===== src/core/slrf_cfg.svh =====
// Constants of the serial link receiver and framer: timing, codes and register map.
`ifndef SLRF_CFG_SVH
`define SLRF_CFG_SVH

// System clock period and the nominal bit time the recovery loop free-runs at.
`define SLRF_CLK_NS 10
`define SLRF_BIT_NS 40
`define SLRF_BIT_CYC (`SLRF_BIT_NS / `SLRF_CLK_NS)

// Character framing: bits per character, output update bit and byte clock fall bit.
`define SLRF_CHAR_BITS 10
`define SLRF_UPD_BIT 3
`define SLRF_FALL_BIT 8

// Extra output delay beyond the bit pipeline, realised by the output flops.
`define SLRF_LAT_NS 10
`define SLRF_LAT_CYC ((`SLRF_LAT_NS + `SLRF_CLK_NS - 1) / `SLRF_CLK_NS)

// Sync character in both disparities, bit a first.
`define SLRF_K285_NEG 10'h0FA
`define SLRF_K285_POS 10'h305
// Decoded byte of the sync character.
`define SLRF_K285_DATA 8'hBC

// Register offsets.
`define SLRF_REG_CTRL 2'h0
`define SLRF_REG_STAT 2'h1
`define SLRF_REG_MASK 2'h2
`define SLRF_REG_LIVE 2'h3

// Field positions and reset values.
`define SLRF_CTRL_ENC 0
`define SLRF_STAT_VIOL 0
`define SLRF_STAT_SYNC 1
`define SLRF_CTRL_RST 1'h1

`endif


===== src/core/slrf_pkg.sv =====
// Types shared by the serial link receiver and framer.
package slrf_pkg;

   typedef enum logic [1:0] {FR_OFF, FR_SEARCH, FR_FOUND, FR_SYNC} slrf_frame_t;

   typedef struct packed {
      logic [9:0] code;
      logic tag;
   } slrf_char_t;

   typedef struct packed {
      logic [7:0] data;
      logic k;
      logic err;
   } slrf_dec_t;

   typedef struct packed {
      logic lineD;
      logic [2:0] ph;
      logic [3:0] bitCnt;
      logic [9:0] sr;
      slrf_char_t st0;
      slrf_char_t st1;
      slrf_frame_t fr;
      logic frReq;
      logic byteClk;
      logic readyN;
      logic [7:0] data;
      logic sc;
      logic viol;
      logic encMode;
      logic [1:0] stat;
      logic [1:0] mask;
      logic [7:0] rdata;
      logic irq;
   } slrf_state_t;

endpackage : slrf_pkg


===== src/core/slrf_rx.sv =====
// Serial link receiver: bit recovery, deserialiser, decoder, byte framer and ready strobe.
`timescale 1ns/1ns
`include "slrf_cfg.svh"

module slrf_rx
   import slrf_pkg::*;
(
   // Clock and reset.
   input wire logic mclk,
   input wire logic srst,
   // Serial line.
   input wire logic serialLineIn,
   // Host controls.
   input wire logic framerRequest,
   input wire logic selfTestEnableN,
   // Parallel output.
   output logic byteClockOut,
   output logic [7:0] parallelDataOut,
   output logic specialCharFlag,
   output logic receivedViolation,
   output logic readyN,
   // Register port.
   input wire logic [1:0] regAddr,
   input wire logic [7:0] regWdata,
   input wire logic regWr,
   input wire logic regRd,
   output logic [7:0] regRdata,
   // Interrupt.
   output logic irq
);

   localparam logic [2:0] PH_LAST = 3'(`SLRF_BIT_CYC - 1);
   localparam logic [2:0] PH_MID = 3'(`SLRF_BIT_CYC / 2);
   localparam logic [3:0] CNT_LAST = 4'(`SLRF_CHAR_BITS - 1);
   localparam logic [3:0] CNT_UPD = 4'(`SLRF_UPD_BIT);
   localparam logic [3:0] CNT_FALL = 4'(`SLRF_FALL_BIT);

   function automatic logic isK285(input logic [9:0] c);
      isK285 = (c == `SLRF_K285_NEG) || (c == `SLRF_K285_POS);
   endfunction : isK285

   slrf_state_t s_ff;
   slrf_state_t nxt_s;
   slrf_dec_t dec1;
   logic lineEdge;
   logic bitStb;
   logic [9:0] srNext;
   logic kMatch;
   logic capt;
   logic upd;
   logic fallEv;
   logic pulse;
   logic tagNew;
   logic evViol;
   logic evSync;

   // Decodes the character that is next to reach the outputs.
   slrf_dec slrf_dec_i (
      .code(s_ff.st1.code),
      .dec(dec1)
   );

   always_comb begin
      nxt_s = s_ff;
      lineEdge = 1'b0;
      bitStb = 1'b0;
      srNext = {s_ff.sr[8:0], serialLineIn};
      kMatch = isK285(srNext);
      capt = 1'b0;
      upd = 1'b0;
      fallEv = 1'b0;
      pulse = 1'b0;
      tagNew = 1'b0;
      evViol = 1'b0;
      evSync = 1'b0;

      // Phase counter restarts on every transition and free-runs at the nominal
      // bit time between them, so the sample point sits mid-bit.
      nxt_s.lineD = serialLineIn;
      lineEdge = serialLineIn != s_ff.lineD;
      if (lineEdge) begin
         nxt_s.ph = 3'h0;
      end else if (s_ff.ph == PH_LAST) begin
         nxt_s.ph = 3'h0;
      end else begin
         nxt_s.ph = s_ff.ph + 3'h1;
      end
      bitStb = s_ff.ph == PH_MID;

      if (bitStb) begin
         nxt_s.sr = srNext;
         capt = (s_ff.bitCnt == CNT_LAST) || (s_ff.frReq && kMatch);
         upd = !capt && (s_ff.bitCnt == CNT_UPD);
         fallEv = s_ff.byteClk && (capt || s_ff.bitCnt == CNT_FALL);
         if (capt) begin
            nxt_s.bitCnt = 4'h0;
         end else begin
            nxt_s.bitCnt = s_ff.bitCnt + 4'h1;
         end
      end

      // The byte clock falls late in the character; the framer request is taken
      // only there, and leaving or entering the search is decided at that point.
      if (fallEv) begin
         nxt_s.byteClk = 1'b0;
         nxt_s.frReq = framerRequest;
         if (!framerRequest) begin
            nxt_s.fr = FR_OFF;
         end else if (s_ff.fr == FR_OFF) begin
            nxt_s.fr = FR_SEARCH;
            nxt_s.readyN = 1'b1;
         end
      end

      if (capt) begin
         // Two-deep character pipeline gives the ready logic one character of look-ahead.
         tagNew = kMatch && s_ff.frReq && (s_ff.fr == FR_SEARCH);
         nxt_s.st1 = s_ff.st0;
         nxt_s.st0.code = srNext;
         nxt_s.st0.tag = tagNew;
         nxt_s.readyN = 1'b1;
         if (tagNew) begin
            nxt_s.fr = FR_FOUND;
         end
      end

      if (upd) begin
         nxt_s.byteClk = 1'b1;
         if (s_ff.encMode) begin
            nxt_s.data = dec1.data;
            nxt_s.sc = dec1.k;
            nxt_s.viol = dec1.err;
            evViol = dec1.err;
         end else begin
            {nxt_s.sc, nxt_s.data, nxt_s.viol} = s_ff.st1.code;
         end
         if (!s_ff.encMode) begin
            pulse = isK285(s_ff.st1.code);
         end else if (!selfTestEnableN) begin
            pulse = 1'b1;
         end else begin
            pulse = !(isK285(s_ff.st1.code) && isK285(s_ff.st0.code));
         end
         case (s_ff.fr)
            FR_SEARCH: begin
               nxt_s.readyN = 1'b1;
            end
            FR_FOUND: begin
               if (s_ff.st1.tag) begin
                  nxt_s.readyN = 1'b0;
                  nxt_s.fr = FR_SYNC;
                  evSync = 1'b1;
               end else begin
                  nxt_s.readyN = 1'b1;
               end
            end
            default: begin
               nxt_s.readyN = !pulse;
            end
         endcase
      end

      // Register writes; hardware events are merged after the clear so they win.
      if (regWr) begin
         case (regAddr)
            `SLRF_REG_CTRL: nxt_s.encMode = regWdata[`SLRF_CTRL_ENC];
            `SLRF_REG_STAT: nxt_s.stat = s_ff.stat & ~regWdata[1:0];
            `SLRF_REG_MASK: nxt_s.mask = regWdata[1:0];
            default: nxt_s.mask = s_ff.mask;
         endcase
      end
      if (evViol) begin
         nxt_s.stat[`SLRF_STAT_VIOL] = 1'b1;
      end
      if (evSync) begin
         nxt_s.stat[`SLRF_STAT_SYNC] = 1'b1;
      end
      nxt_s.irq = |(nxt_s.stat & nxt_s.mask);

      // Read data stands for exactly one cycle after the strobe.
      nxt_s.rdata = 8'h00;
      if (regRd) begin
         case (regAddr)
            `SLRF_REG_CTRL: nxt_s.rdata = {7'h00, s_ff.encMode};
            `SLRF_REG_STAT: nxt_s.rdata = {6'h00, s_ff.stat};
            `SLRF_REG_MASK: nxt_s.rdata = {6'h00, s_ff.mask};
            `SLRF_REG_LIVE: nxt_s.rdata = {4'h0, s_ff.fr == FR_SYNC,
                                            s_ff.fr == FR_SEARCH || s_ff.fr == FR_FOUND,
                                            s_ff.frReq, s_ff.byteClk};
            default: nxt_s.rdata = 8'h00;
         endcase
      end
   end

   always_ff @(posedge mclk) begin
      if (srst) begin
         s_ff <= '0;
         s_ff.readyN <= 1'b1;
         s_ff.encMode <= `SLRF_CTRL_RST;
      end else begin
         s_ff <= nxt_s;
      end
   end

   // The output flops add the final fraction of latency beyond the bit pipeline.
   assign byteClockOut = s_ff.byteClk;
   assign parallelDataOut = s_ff.data;
   assign specialCharFlag = s_ff.sc;
   assign receivedViolation = s_ff.viol;
   assign readyN = s_ff.readyN;
   assign regRdata = s_ff.rdata;
   assign irq = s_ff.irq;
endmodule : slrf_rx


===== src/core/slrf_dec.sv =====
// Ten-bit transmission code to byte decoder with validity check.
`timescale 1ns/1ns
module slrf_dec
   import slrf_pkg::*;
(
   // Code word, bit a in the top position.
   input wire logic [9:0] code,
   // Decoded character.
   output slrf_dec_t dec
);

   function automatic logic [5:0] dec6(input logic [5:0] c);
      case (c)
         6'h27, 6'h18: dec6 = 6'h20;
         6'h1D, 6'h22: dec6 = 6'h21;
         6'h2D, 6'h12: dec6 = 6'h22;
         6'h31: dec6 = 6'h23;
         6'h35, 6'h0A: dec6 = 6'h24;
         6'h29: dec6 = 6'h25;
         6'h19: dec6 = 6'h26;
         6'h38, 6'h07: dec6 = 6'h27;
         6'h39, 6'h06: dec6 = 6'h28;
         6'h25: dec6 = 6'h29;
         6'h15: dec6 = 6'h2A;
         6'h34: dec6 = 6'h2B;
         6'h0D: dec6 = 6'h2C;
         6'h2C: dec6 = 6'h2D;
         6'h1C: dec6 = 6'h2E;
         6'h17, 6'h28: dec6 = 6'h2F;
         6'h1B, 6'h24: dec6 = 6'h30;
         6'h23: dec6 = 6'h31;
         6'h13: dec6 = 6'h32;
         6'h32: dec6 = 6'h33;
         6'h0B: dec6 = 6'h34;
         6'h2A: dec6 = 6'h35;
         6'h1A: dec6 = 6'h36;
         6'h3A, 6'h05: dec6 = 6'h37;
         6'h33, 6'h0C: dec6 = 6'h38;
         6'h26: dec6 = 6'h39;
         6'h16: dec6 = 6'h3A;
         6'h36, 6'h09: dec6 = 6'h3B;
         6'h0E, 6'h0F, 6'h30: dec6 = 6'h3C;
         6'h2E, 6'h11: dec6 = 6'h3D;
         6'h1E, 6'h21: dec6 = 6'h3E;
         6'h2B, 6'h14: dec6 = 6'h3F;
         default: dec6 = 6'h00;
      endcase
   endfunction : dec6

   function automatic logic [3:0] dec4(input logic [3:0] c);
      case (c)
         4'hB, 4'h4: dec4 = 4'h8;
         4'h9: dec4 = 4'h9;
         4'h5: dec4 = 4'hA;
         4'hC, 4'h3: dec4 = 4'hB;
         4'hD, 4'h2: dec4 = 4'hC;
         4'hA: dec4 = 4'hD;
         4'h6: dec4 = 4'hE;
         4'hE, 4'h1, 4'h7, 4'h8: dec4 = 4'hF;
         default: dec4 = 4'h0;
      endcase
   endfunction : dec4

   logic [5:0] r6;
   logic [3:0] r4;
   logic [3:0] fghj;
   logic alt7;

   always_comb begin
      // The positive-disparity sync group carries its 3b part complemented.
      fghj = (code[9:4] == 6'h30) ? ~code[3:0] : code[3:0];
      r6 = dec6(code[9:4]);
      r4 = dec4(fghj);
      alt7 = (code[3:0] == 4'h8) || (code[3:0] == 4'h7);
      dec.data = {r4[2:0], r6[4:0]};
      dec.k = (code[9:4] == 6'h0F) || (code[9:4] == 6'h30) ||
              (alt7 && (code[9:4] == 6'h3A || code[9:4] == 6'h05 ||
                        code[9:4] == 6'h36 || code[9:4] == 6'h09 ||
                        code[9:4] == 6'h2E || code[9:4] == 6'h11 ||
                        code[9:4] == 6'h1E || code[9:4] == 6'h21));
      dec.err = !r6[5] || !r4[3];
   end

endmodule : slrf_dec


===== config.mk =====
export PLATFORM = sky130hd
export DESIGN_NAME = slrf_rx
export DESIGN_NICKNAME = d
export VERILOG_FILES = /design/src/core/slrf_pkg.sv /design/src/core/slrf_rx.sv /design/src/core/slrf_dec.sv
export VERILOG_INCLUDE_DIRS = /design/src /design/src/core
export SDC_FILE = /design/constraint.sdc
export NUM_CORES = 1
export LEC_CHECK = 0
export ABC_CLOCK_PERIOD_IN_PS = 6600
export BUFFER_PORTS_ARGS = -buffer_cell sky130_fd_sc_hd__buf_2
export CORE_MARGIN = 4
export CORE_UTILIZATION = 37
export CTS_CLUSTER_DIAMETER = 60
export DETAILED_ROUTE_END_ITERATION = 8
export HOLD_SLACK_MARGIN = 0.06
export SLEW_MARGIN = 15
export SYNTH_ARGS = -nofsm -noshare
export SYNTH_HDL_FRONTEND = slang
export SYNTH_SLANG_ARGS = --single-unit

===== constraint.sdc =====
create_clock -name mclk -period 6.6 [get_ports mclk]
set_input_delay 0.66 -clock mclk [delete_from_list [all_inputs] [get_ports mclk]]
set_output_delay 0.66 -clock mclk [all_outputs]
set_load 0.05 [all_outputs]

; Word-level counts from Yosys, hierarchy flattened
; Memories as Yosys holds them, arrays and structs flattened. A register that Yosys moved wholly into a read port is not among the register bits.
; Index checks and enable logic that the tools add are counted.
[word_totals]
in_bits = 17
out_inout_bits = 21
elab_cells = 134
reg_bits = 68
mem_count = 2
mem_bits_ro = 448
[op_classes]
addsub = 2
mux = 36
eq_ne = 30
bitwise_logic = 5
n_reduce_logical = 39
[memory_table]
columns = name, words, word_bits, read_ports, rd_clocked_by_memory_dff, write_ports, line_no
row1 = (name not given), 64, 6, 1, 1, 0, slrf_dec.sv:13  ; case (c)
row2 = (name not given), 16, 4, 1, 0, 0, slrf_dec.sv:51  ; case (c)
[op_table]
columns = op, count
row1 = $pmux W8 S4, 1
row2 = $eq A10 B10 Y1 const B, 3
row3 = $eq A10 B8 Y1 const B, 3
row4 = $eq A6 B6 Y1 const B, 5
row5 = $mux W2, 9
row6 = $logic_or A1 B1 Y1, 17
row7 = $mux W1, 17
row8 = $eq A4 B4 Y1 const B, 3
row9 = $eq A6 B4 Y1 const B, 2
row10 = $eq A6 B5 Y1 const B, 2
row11 = $mux W12, 1
row12 = $mux W4, 3
row13 = $mux W6, 2
row14 = $mux W10, 1
row15 = $reduce_bool A3 Y1, 3
row16 = $eq A2 B2 Y1 const B, 4
row17 = $eq A3 B2 Y1 const B, 2
row18 = $eq A6 B3 Y1 const B, 1
row19 = $logic_and A1 B1 Y1, 6
row20 = $logic_not A1 Y1, 5
row21 = $mux W5, 1
row22 = $add A4 B1 Y4 const B, 1
row23 = $and A2 B2 Y2, 2
row24 = $eq A2 B1 Y1 const B, 2
row25 = other kinds (14), 16

; Longest topological paths before layout
; Gate-level depths: netlist of the first run.
[logic_depth]
depth_word = 13
depth_mapped = 15
mapped_depth_nobuf = 13

; Modules after synthesis
; A second synthesis of the first run with hierarchy kept.
[hier_totals]
cells_unflattened = 462
area_unflattened_um2 = 3995.1
[by_module_without_submodules]
columns = mod, area_per_inst_um2, cells_per_inst, instances, seq_area_each_um2
row1 = slrf_rx, 3089.2, 329, 1, 1281.2
row2 = slrf_dec, 905.9, 133, 1, 0.0

; Worst setup path before layout of the first run
; No wires, ideal clock.
[synth_timing]
kind = flip-flop to flip-flop
startpoint = register s_ff[53] (netlist bit)
endpoint = register, netlist name slrf_dec_i.r6[0]
n_path_buf = 1
t_arrival_ps = 3170
path_stages_with_launch = 13
setup_slack_ps = 3350
setup_ps = 79
required_time_ps = 6521
synth_period_minus_slack_ps = 3250
path_cell_list = dfxtp_1 -> or4b_4 -> nor4_4 -> o211a_4 -> o21ai_0 -> a21oi_1 -> ha_1 -> clkbuf_1 -> nand2_1 -> or4b_1 -> a31oi_1 -> nor2_1 -> a22oi_1
[synth_via]
elab_chain_cells = 7
word_cells_on_any_way = 8
classes_between = eq/ne (2) / mux (3) / reduce/logical (3)
[synth_lines]
columns = element, line_no
row1 = "start, declared", slrf_rx.sv:42  ; slrf_state_t s_ff;
row2 = "start signal, assigned", slrf_rx.sv:201  ; s_ff <= nxt_s;
row3 = $eq A10 B8 Y1 (no source line) / $eq A10 B10 Y1 (equally long branches), --
row4 = $logic_or A1 B1 Y1 (*), slrf_rx.sv:39  ; isK285 = (c == `SLRF_K285_NEG) || (c == `SLRF_K285_POS);
row5 = $logic_and A1 B1 Y1 (*), slrf_rx.sv:92  ; capt = (s_ff.bitCnt == CNT_LAST) || (s_ff.frReq && kMatch);
row6 = $logic_or A1 B1 Y1 (*), slrf_rx.sv:92
row7 = $mux W1 (*), slrf_rx.sv:90  ; if (bitStb) begin
row8 = $mux W6 (no source line) (*) (2 in a row), --
; Every way passes the cells marked *; elsewhere a longest branch is shown, timed or not.
; A chain may end at the register's enable or synchronous reset.

; Worst setup path after layout of the first run
[layout_timing]
startpoint = register s_ff[53] (netlist bit)
endpoint = register, netlist name slrf_dec_i.r6[3]
[layout_via]
elab_chain_cells = 7
word_cells_on_any_way = 8
classes_between = eq/ne (2) / mux (3) / reduce/logical (3)
[layout_lines]
columns = element, line_no
row1 = $eq A10 B8 Y1 (no source line) / $eq A10 B10 Y1 (equally long branches), --
row2 = $logic_or A1 B1 Y1 (*), slrf_rx.sv:39
row3 = $logic_and A1 B1 Y1 (*), slrf_rx.sv:92
row4 = $logic_or A1 B1 Y1 (*), slrf_rx.sv:92
row5 = $mux W1 (*), slrf_rx.sv:90
row6 = $mux W6 (no source line) (*) (2 in a row), --
; Marked as above.

==> metrics.md, run 1 <==
| Metric | Value |
|---|---|
| Syn_area_per_cell | 8.13 um2 |
| WL final | 9840 um |
| Status | finished clean |
| ANT cells | 0 |
| Vias | 3,639 |
| DR DRC count | 0 |
| Clock Latency Late Sink | 0.33 ns |
| Area Overhead vs Synth | 7.73% |
| Nets | 558 |
| Die Area | 13,400 um2 |
| Core Region | 11,400 um2 |
| Top post-synthesis cells by area | dfxtp_1, nand2_1, ha_1 |
| Dominant cell by count in the synthesized netlist | nand2_1 |
| P_leak | 0.00175 uW |
| CP peak stage delay | 0.57 ns |
| Max-Cap Viols | 0 |
| RSZ-0062 raised after global routing | false |
| I/O Pins | 38 |
| Finished Cell Area | 4620 um2 |
| Register area share after synthesis | 32.7% |
| Initial antenna violation count | 0 |
| CP Data Required Time | 6.79 ns |
| Most frequent cells after synthesis | nand2_1, dfxtp_1, a21oi_1 |
| Worst path most repeated cell | a21oi_1 |
| R2R cell count | 10 |
| Die Y | 116 um |
| Synth Area in Compound Gates | 20.3% |
| Post-layout minimum cycle time | 3.88 ns |
| Final setup vio count | 0 |
| CP delay by family, top | compound AO/OA/AOI/OAI gates |
| CTS tree | done |
| Adder-cell share of the synthesized area | 6.13% |
| Wire length per cell after detailed routing | 14.8 um |
| Worst rel slew slack | 50.4% |
| Hold Vio Cnt, Final | 0 |
| 1st-iter DRT viols | 317 |
| Setup Crit Path Kind | register to register |
| Post-DP HPWL | 6940 um |
| Clk_skew | 0.00346 ns |
| Cts repair resizes | 0 |
| Aggregate global-route resource usage | 15.0% |
| Num CTS Buffers | 9 |
| Async set-reset flop share out of synthesis | 0% |
| Period Utilization, post-route | 58.8% |
| Drt via density | 5.46 |
| Deepest clock path buffer count | 2 |
| First-pass detailed-route iteration total | 5 |
| Setup bufs post-CTS | 0 |
| CP arrival | 4.07 ns |
| Number of distinct library cells after synthesis | 79 |
| Hold_buf cts | 0 |
| Mapped cell area | 4290 um2 |
| Initial core utilization | 37.7% |
| Setup_tns | 0 ns |
| Synth Instances | 527 |
| Slew Viols, Final | 0 |
| Simple-gate share of the synthesized area | 23.3% |
| Root Driver | clkbuf_16 |
| Pwr dens | 194 nW/um2 |
| CP max stage cell | a21oi_1 |
| Total power | 897 uW |
| CP max FO | 11 |
| Post-Synth XOR/XNOR Area | 1.63% |
| Area share of the largest cell type after synthesis | 32.7% |
| Total global routing overflow | 0 |
| Final antenna-violating net count | 0 |
| Post-synthesis mux area share | 7.18% |
| Worst-path clk slew | 0.05 ns |
| Fmax | 258 MHz |
| Core Rows | 39 |
| GPL Wtd Cong | 0.826 |
| Worst min-delay path category | register to register |
| Main combinational cell family by area after synthesis | simple AND/OR/NAND/NOR gates |
| First-pass GRT wire length | 16,200 um |
| Critical path buffer and inverter count | 1 |
| Critical Path Stages | 10 |
| I/O Buffers | 27 |
| Die X-Extent | 116 um |
| H-Tree Depth | 3 |
| WHS Path Cells | 1 |
| Number of global-route vias before repair | 3,232 |
| Ys Warns | 0 |
| Crit-path cells | or4b_4 > nor4_4 > o211a_4 > o21ai_0 > a21oi_1 > inv_1 > ha_1 > a221oi_1 > a21oi_1 > o311ai_0 |
| Largest area contributor in the netlist | dfxtp_1 |
| Yosys reg bits | 70 |
| Post-place instance area | 4350 um2 |
| Synth Flop Type | dfxtp_1 |
| EDFF count, synth | 0 |
| Share of layout cells above drive strength 1 | 12.2% |
| Startpoint Class | register |
| Worst-Margin Slew | 0.742 ns |
| Clock Sinks | 70 |
| Largest net degree at the start of global routing | 57 |
| Worst IR drop on VDD | 0.178 mV |
| Element type at the critical path end | register |
metrics by stage:
step	util [%]	setup slack (ns)	hold WS, ns	instances
global placement	38.3	2.83	0.429	652
detailed placement	38.3	2.73	0.446	652
global route	40.6	2.44	0.470	667
CTS	40.6	2.80	0.455	667
floorplan	-	3.35	0.417	530
finish	40.6	2.72	0.449	667
cell families after synthesis:
group	count (synthesis)
simple gates	201
mux	27
xor+xnor	8
compound gates	126
other cells	1
buf+inv	73
flops	70
fa+ha+maj	21
cells in the final DEF (no fill, tap or decap), types with 4 or more instances in the layout:
cell / n
nor2b_1: 15
xnor2_1: 4
clkbuf_16: 9
xor2_1: 4
nand2_1: 88
ha_1: 21
nand4_1: 4
o21ai_0: 14
a211oi_1: 9
nand3_1: 12
inv_1: 19
nor3_1: 10
dfxtp_1: 70
a31oi_1: 4
nor4_1: 6
a21oi_1: 48
conb_1: 4
nor2_1: 33
o31ai_1: 4
mux2i_1: 21
or3_1: 5
a221oi_1: 4
a22oi_1: 4
buf_2: 27
layer usage:
| layer | part of all wire [%] | routed length [um] | track usage, % | up-vias |
|---|---|---|---|---|
| li1 | - | - | - | 1834 |
| met1 | 47 | 4670 | 20.5 | 1693 |
| met2 | 46 | 4530 | 23.3 | 94 |
| met3 | 4.8 | 472 | 3.45 | 18 |
| met4 | 1.7 | 163 | 4.87 | 0 |
| met5 | 0 | 0 | 0 | - |
flip-flops by register name, indices dropped and copies added, names as in the netlist:
name	flops
readyN	1
byteClockOut	1
specialCharFlag	1
parallelDataOut	8
slrf_dec_i.r6	6
receivedViolation	1
s_ff	47
irq	1
regRdata	4
layout make-up:
class                           count  area, um2
Multi-Input combinational cell    387       2530
Fill cell                        1161       6750
Tap cell                          143        179
Clock buffer                       14        264
Clock inverter                      1       5.00
Sequential cell                    70       1400
Inverter                           22       83.8
Timing Repair Buffer               30        158
final timing paths:
check        startpoint                to  slack, ns
min reg2reg    s_ff[65]          s_ff[65]       0.45
max            s_ff[53]  slrf_dec_i.r6[3]       2.72
min            s_ff[65]          s_ff[65]       0.45
max reg2reg    s_ff[53]  slrf_dec_i.r6[3]       2.72
where the power goes:
| part | internal, uW | total [uW] | leakage (uW) | switching [uW] |
|---|---|---|---|---|
| clock | 272 | 436 | 0.000133 | 164 |
| combinational | 9.72 | 32.7 | 0.00105 | 23.0 |
| sequential | 426 | 429 | 0.000565 | 3.01 |
| total | 708 | 897 | 0.00175 | 190 |
worst register-to-register path, delay by kind of cell (launching register included):
kind / cells / cell delay (ns)
DFF: 1 / 0.34
buffers and inverters: 1 / 0.21
and+or+nand+nor: 2 / 0.92
AOI/OAI and AO/OA: 6 / 1.77
adders and majority gates: 1 / 0.50
Power figures use the tool's default switching activity.
==> inputs of run 2 (changes only) <==
Settings changed: ABC_CLOCK_PERIOD_IN_PS 6600 to 3330.
Clock period 6.6 ns to 3.33 ns, I/O delays scaled along.
==> metrics.md, run 2 (synthesized netlist as in run 1, its figures left out) <==
| Metric | Value |
|---|---|
| Hold Path Origin | regWdata[0] (was s_ff[65]) |
| Die Area | 13,400 um2 (unchanged) |
| R2R cell count | 11 (was 10) |
| DR DRC count | 0 (unchanged) |
| 1st-iter DRT viols | 214 (was 317) |
| R2R Path Start | s_ff[53] (unchanged) |
| R2R setup slack | 0.22 ns (was 2.72 ns) |
| Hold Vio Cnt, Final | 0 (unchanged) |
| Finished Cell Area | 4770 um2 (was 4620 um2) |
| First-pass GRT wire length | 16,500 um (was 16,200 um) |
| Worst-Margin Slew | 0.702 ns (was 0.742 ns) |
| Setup_tns | 0 ns (unchanged) |
| Max-Cap Viols | 0 (unchanged) |
| Drt via density | 5.40 (was 5.46) |
| ANT cells | 0 (unchanged) |
| Element type at the critical path end | register (unchanged) |
| Post-place instance area | 4440 um2 (was 4350 um2) |
| Share of layout cells above drive strength 1 | 15.3% (was 12.2%) |
| GPL Wtd Cong | 0.847 (was 0.826) |
| Initial antenna violation count | 0 (unchanged) |
| P_leak | 0.00183 uW (was 0.00175 uW) |
| Reg2reg end | slrf_dec_i.r6[2] (was slrf_dec_i.r6[3]) |
| Worst rel slew slack | 53.1% (was 50.4%) |
| Number of global-route vias before repair | 3,336 (was 3,232) |
| Total global routing overflow | 0 (unchanged) |
| WL final | 10,000 um (was 9840 um) |
| Worst-path clk slew | 0.06 ns (was 0.05 ns) |
| Crit path capture | slrf_dec_i.r6[2] (was slrf_dec_i.r6[3]) |
| Total power | 1910 uW (was 897 uW) |
| Final setup vio count | 0 (unchanged) |
| Setup Crit Path Kind | register to register (unchanged) |
| Clock Latency Late Sink | 0.33 ns (about the same) |
| First-pass detailed-route iteration total | 4 (was 5) |
| Worst IR drop on VDD | 0.304 mV (was 0.178 mV) |
| Aggregate global-route resource usage | 15.3% (was 15.0%) |
| Commonest cells after routing, fill and taps aside | nand2_1, dfxtp_1, a21oi_1 (unchanged) |
| Final antenna-violating net count | 0 (unchanged) |
| Startpoint Class | register (unchanged) |
| CP max FO | 5 (was 11) |
| Worst min-delay path category | input port to register (was register to register) |
| Post-DP HPWL | 7360 um (was 6940 um) |
| Nets | 570 (was 558) |
| Vias | 3,669 (was 3,639) |
| Core Rows | 39 (unchanged) |
| Commonest non-fill, non-tap cell in the layout | nand2_1 (unchanged) |
| CTS tree | done (unchanged) |
| Clk_skew | 0.00718 ns (was 0.00346 ns) |
| I/O Buffers | 27 (unchanged) |
| Post-layout minimum cycle time | 3.11 ns (was 3.88 ns) |
| Core Region | 11,400 um2 (unchanged) |
| Num CTS Buffers | 9 (unchanged) |
| I/O Pins | 38 (unchanged) |
| Biggest register | s_ff (unchanged) |
| Final core utilization | 42.0% (was 40.6%) |
| CP Data Required Time | 3.59 ns (was 6.79 ns) |
| Fmax | 321 MHz (was 258 MHz) |
| Critical Path Start | s_ff[53] (unchanged) |
| Deepest clock path buffer count | 2 (unchanged) |
| Root Driver | clkbuf_16 (unchanged) |
| Clock Sinks | 70 (unchanged) |
| CP arrival | 3.37 ns (was 4.07 ns) |
| Period Utilization, post-route | 93.5% (was 58.8%) |
| Slew Viols, Final | 0 (unchanged) |
| Wire length per cell after detailed routing | 14.8 um (about the same) |
| Area Overhead vs Synth | 11.4% (was 7.73%) |
| Hold_buf cts | 0 (unchanged) |
| Initial core utilization | 37.7% (unchanged) |
| Pwr dens | 401 nW/um2 (was 194 nW/um2) |
| Die X-Extent | 116 um (unchanged) |
| H-Tree Depth | 3 (unchanged) |
| Largest net degree at the start of global routing | 34 (was 57) |
| RSZ-0062 raised after global routing | false (unchanged) |
| Status | finished clean (unchanged) |
| Die Y | 116 um (unchanged) |
| Largest register FFs | 47 (unchanged) |
## run 2: changes by cell type in the layout (fill, tap and decap cells not counted), sizes merged
cell / before / now
bufinv: 0 / 1
clkinvlp: 0 / 1
clkinv: 2 / 1
buf: 30 / 42
## run 2: per-stage QoR
step / cells / setup WS, ns / hold slack [ns]
finish: 680 / 0.217 / 0.266
global route: 680 / 0.0221 / 0.286
CTS: 680 / 0.0711 / 0.251
detailed placement: 664 / 0.0935 / 0.445
global placement: 664 / 0.141 / 0.433
floorplan: 530 / 0.0802 / 0.417
## run 2: layer usage
layer | vias up | global-route usage, % | part of all wire (%)
li1 | 1865 | - | -
met5 | - | 0 | 0
met2 | 91 | 23.6 | 47
met1 | 1703 | 21.4 | 48
met4 | 0 | 4.87 | 0.99
met3 | 10 | 3.19 | 4.1
## run 2: repair_timing
item	in CTS	in global routing
setup endpoints to repair	0	4
buffers inserted	0	0
gates resized for setup	0	4
## run 2: power by group
group / switching (uW) / internal (uW)
registers: 5.83 / 843
clock network: 335 / 661
logic: 46.8 / 21.1
total: 388 / 1530
## run 2: worst min path at each step
stage / end / slack (ns) / depth (start not counted)
after floorplan: s_ff[65] / 0.42 / 1
after global placement: s_ff[65] / 0.43 / 1
after detailed placement: s_ff[65] / 0.44 / 1
after CTS: s_ff[13] / 0.25 / 3
after global routing: s_ff[13] / 0.29 / 3
final: s_ff[13] / 0.27 / 3
## run 2: worst max-delay path, cell delays in order, from the launching register on
cell	delay [ns]
dfxtp_1	0.35
or4b_4	0.56
nor4_4	0.28
o211a_4	0.22
o21ai_0	0.10
a21oi_1	0.23
inv_1	0.13
ha_1	0.26
or3_1	0.39
a31o_2	0.24
a31oi_1	0.16
o2bb2ai_1	0.13
## run 2: layout make-up
class                      count  area (um2)
timing repair buffer          42         248
inverter                      22        83.8
fill                        1114        6600
sequential                    70        1400
clock inverter                 2        37.5
tap                          143         179
clock buffer                  14         284
multi-input combinational    387        2540
==> inputs of run 3 (changes only) <==
Settings changed: RECOVER_POWER set to 50.
==> metrics.md, run 3 (synthesized netlist as in run 1, its figures left out) <==
| Metric | Value |
|---|---|
| Status | finished clean (unchanged) |
| Setup_tns | 0 ns (unchanged) |
| Filler cells | 1,124 (was 1,114) |
| Initial core utilization | 37.7% (unchanged) |
| Startpoint Class | register (unchanged) |
| Aggregate global-route resource usage | 15.3% (unchanged) |
| Max-Cap Viols | 0 (unchanged) |
| CP Data Required Time | 3.59 ns (about the same) |
| Element type at the critical path end | register (unchanged) |
| Crit-path cells | or4b_4 > nor4_4 > o211a_4 > o21ai_0 > a21oi_1 > inv_1 > ha_1 > or3_1 > a31o_2 > a31oi_1 > o2bb2ai_1 (unchanged) |
| Combinational share of power | 3.5% (about the same) |
| Setup bufs post-CTS | 0 (unchanged) |
| Clock Sinks | 70 (unchanged) |
| CP peak stage delay | 0.56 ns (about the same) |
| Placed cells | 664 (unchanged) |
| CP delay by family, top | simple AND/OR/NAND/NOR gates (unchanged) |
| Nets | 570 (unchanged) |
| Post-layout minimum cycle time | 3.10 ns (was 3.11 ns) |
| H-Tree Depth | 3 (unchanged) |
| Pre-CTS setup slack | 0.0935 ns (unchanged) |
| I/O Buffers | 27 (unchanged) |
| Number of global-route vias before repair | 3,336 (unchanged) |
| Worst IR drop on VDD | 0.304 mV (about the same) |
| Final core utilization | 41.7% (was 42.0%) |
| Num CTS Buffers | 9 (unchanged) |
| Net Sw Frac | 20.2% (was 20.3%) |
| Core Rows | 39 (unchanged) |
| Share of power burned in registers | 44.4% (about the same) |
| Hold_buf cts | 0 (unchanged) |
| Slew Viols, Final | 0 (unchanged) |
| Drt via density | 5.42 (was 5.40) |
| Post-DP HPWL | 7360 um (unchanged) |
| Cts repair resizes | 0 (unchanged) |
| RSZ-0062 raised after global routing | false (unchanged) |
| Worst rel slew slack | 10.3% (was 53.1%) |
| Die Area | 13,400 um2 (unchanged) |
| CP arrival | 3.36 ns (was 3.37 ns) |
| Total power | 1910 uW (about the same) |
| Area Overhead vs Synth | 10.7% (was 11.4%) |
| Clk_skew | 0.00715 ns (was 0.00718 ns) |
| Die X-Extent | 116 um (unchanged) |
| CP max stage cell | or4b_4 (unchanged) |
| ANT cells | 0 (unchanged) |
| Internal Power | 1520 uW (was 1530 uW) |
| P_leak | 0.00175 uW (was 0.00183 uW) |
| Final worst slack | 0.232 ns (was 0.217 ns) |
| Pwr dens | 403 nW/um2 (was 401 nW/um2) |
| 1st-iter DRT viols | 208 (was 214) |
| Die Y | 116 um (unchanged) |
| First-pass detailed-route iteration total | 5 (was 4) |
| Vias | 3,685 (was 3,669) |
| Sw Pwr | 387 uW (was 388 uW) |
| WL final | 10,100 um (was 10,000 um) |
| Setup Crit Path Kind | register to register (unchanged) |
| Commonest cells after routing, fill and taps aside | nand2_1, dfxtp_1, a21oi_1 (unchanged) |
| Critical path buffer and inverter count | 1 (unchanged) |
| Total global routing overflow | 0 (unchanged) |
| Largest net degree at the start of global routing | 34 (unchanged) |
| I/O Pins | 38 (unchanged) |
| Final setup vio count | 0 (unchanged) |
| Deepest clock path buffer count | 2 (unchanged) |
| GPL Wtd Cong | 0.847 (unchanged) |
| Hold Vio Cnt, Final | 0 (unchanged) |
| Power share of the clock group | 52.1% (about the same) |
| Clock Latency Late Sink | 0.33 ns (about the same) |
| Core Region | 11,400 um2 (unchanged) |
| Commonest non-fill, non-tap cell in the layout | nand2_1 (unchanged) |
| CTS tree | done (unchanged) |
| Largest register FFs | 47 (unchanged) |
| Wire length per cell after detailed routing | 14.8 um (about the same) |
| CP max FO | 5 (unchanged) |
| First-pass GRT wire length | 16,500 um (unchanged) |
| Period Utilization, post-route | 93.0% (was 93.5%) |
| Root Driver | clkbuf_16 (unchanged) |
| Worst-path clk slew | 0.06 ns (about the same) |
| Final std cells w/o fill | 680 (unchanged) |
| Share of layout cells above drive strength 1 | 11.5% (was 15.3%) |
| Final antenna-violating net count | 0 (unchanged) |
| Worst min-delay path category | input port to register (unchanged) |
| Fmax | 323 MHz (was 321 MHz) |
| Worst-Margin Slew | 1.34 ns (was 0.702 ns) |
| Biggest register | s_ff (unchanged) |
| DR DRC count | 0 (unchanged) |
| Initial antenna violation count | 0 (unchanged) |
-- run 3: routing by layer --
metal / track usage (%) / part of all wire (%) / vias up
li1: - / - / 1864
met1: 21.4 / 48 / 1702
met2: 23.6 / 46 / 109
met3: 3.19 / 5.1 / 10
met4: 4.87 / 0.97 / 0
met5: 0 / 0 / -
-- run 3: path summary, 6_finish.rpt --
| check | from | to | slack [ns] | cells past startpoint |
|---|---|---|---|---|
| setup / recovery | s_ff[53] | slrf_dec_i.r6[2] | 0.23 | 11 |
| hold / removal | regWdata[0] | s_ff[13] | 0.27 | 3 |
| setup reg to reg | s_ff[53] | slrf_dec_i.r6[2] | 0.23 | 11 |
| hold reg to reg | s_ff[65] | s_ff[65] | 0.45 | 1 |
-- run 3: power groups by stage --
| stage | logic, uW | clock network (uW) | registers (uW) |
|---|---|---|---|
| floorplan | 53.3 | 0 | 864 |
| global placement | 66.8 | 0 | 867 |
| detailed placement | 67.3 | 0 | 867 |
| CTS | 67.5 | 1020 | 849 |
| global route | 74.1 | 1050 | 849 |
| finish | 66.7 | 996 | 849 |
-- run 3: stage by stage --
stage / area (um2) / hold WS (ns)
finish: 4750 / 0.267
detailed placement: 4440 / 0.445
global route: 4750 / 0.286
global placement: 4440 / 0.433
floorplan: 4300 / 0.417
CTS: 4760 / 0.251
-- run 3: tightest hold or removal path: stages --
cell and delay, ns:
buf_2 0.11, mux2i_1 0.07, nand2_1 0.06
-- run 3: cell type report --
| type | count | area (um2) | share of cell area, % |
|---|---|---|---|
| multi-input combinational | 387 | 2540 | 53.5 |
| sequential | 70 | 1400 | 29.5 |
| clock buffer | 14 | 284 | 5.98 |
| timing repair buffer | 42 | 220 | 4.64 |
| tap | 143 | 179 | 3.77 |
| inverter | 22 | 83.8 | 1.77 |
| clock inverter | 2 | 37.5 | 0.791 |
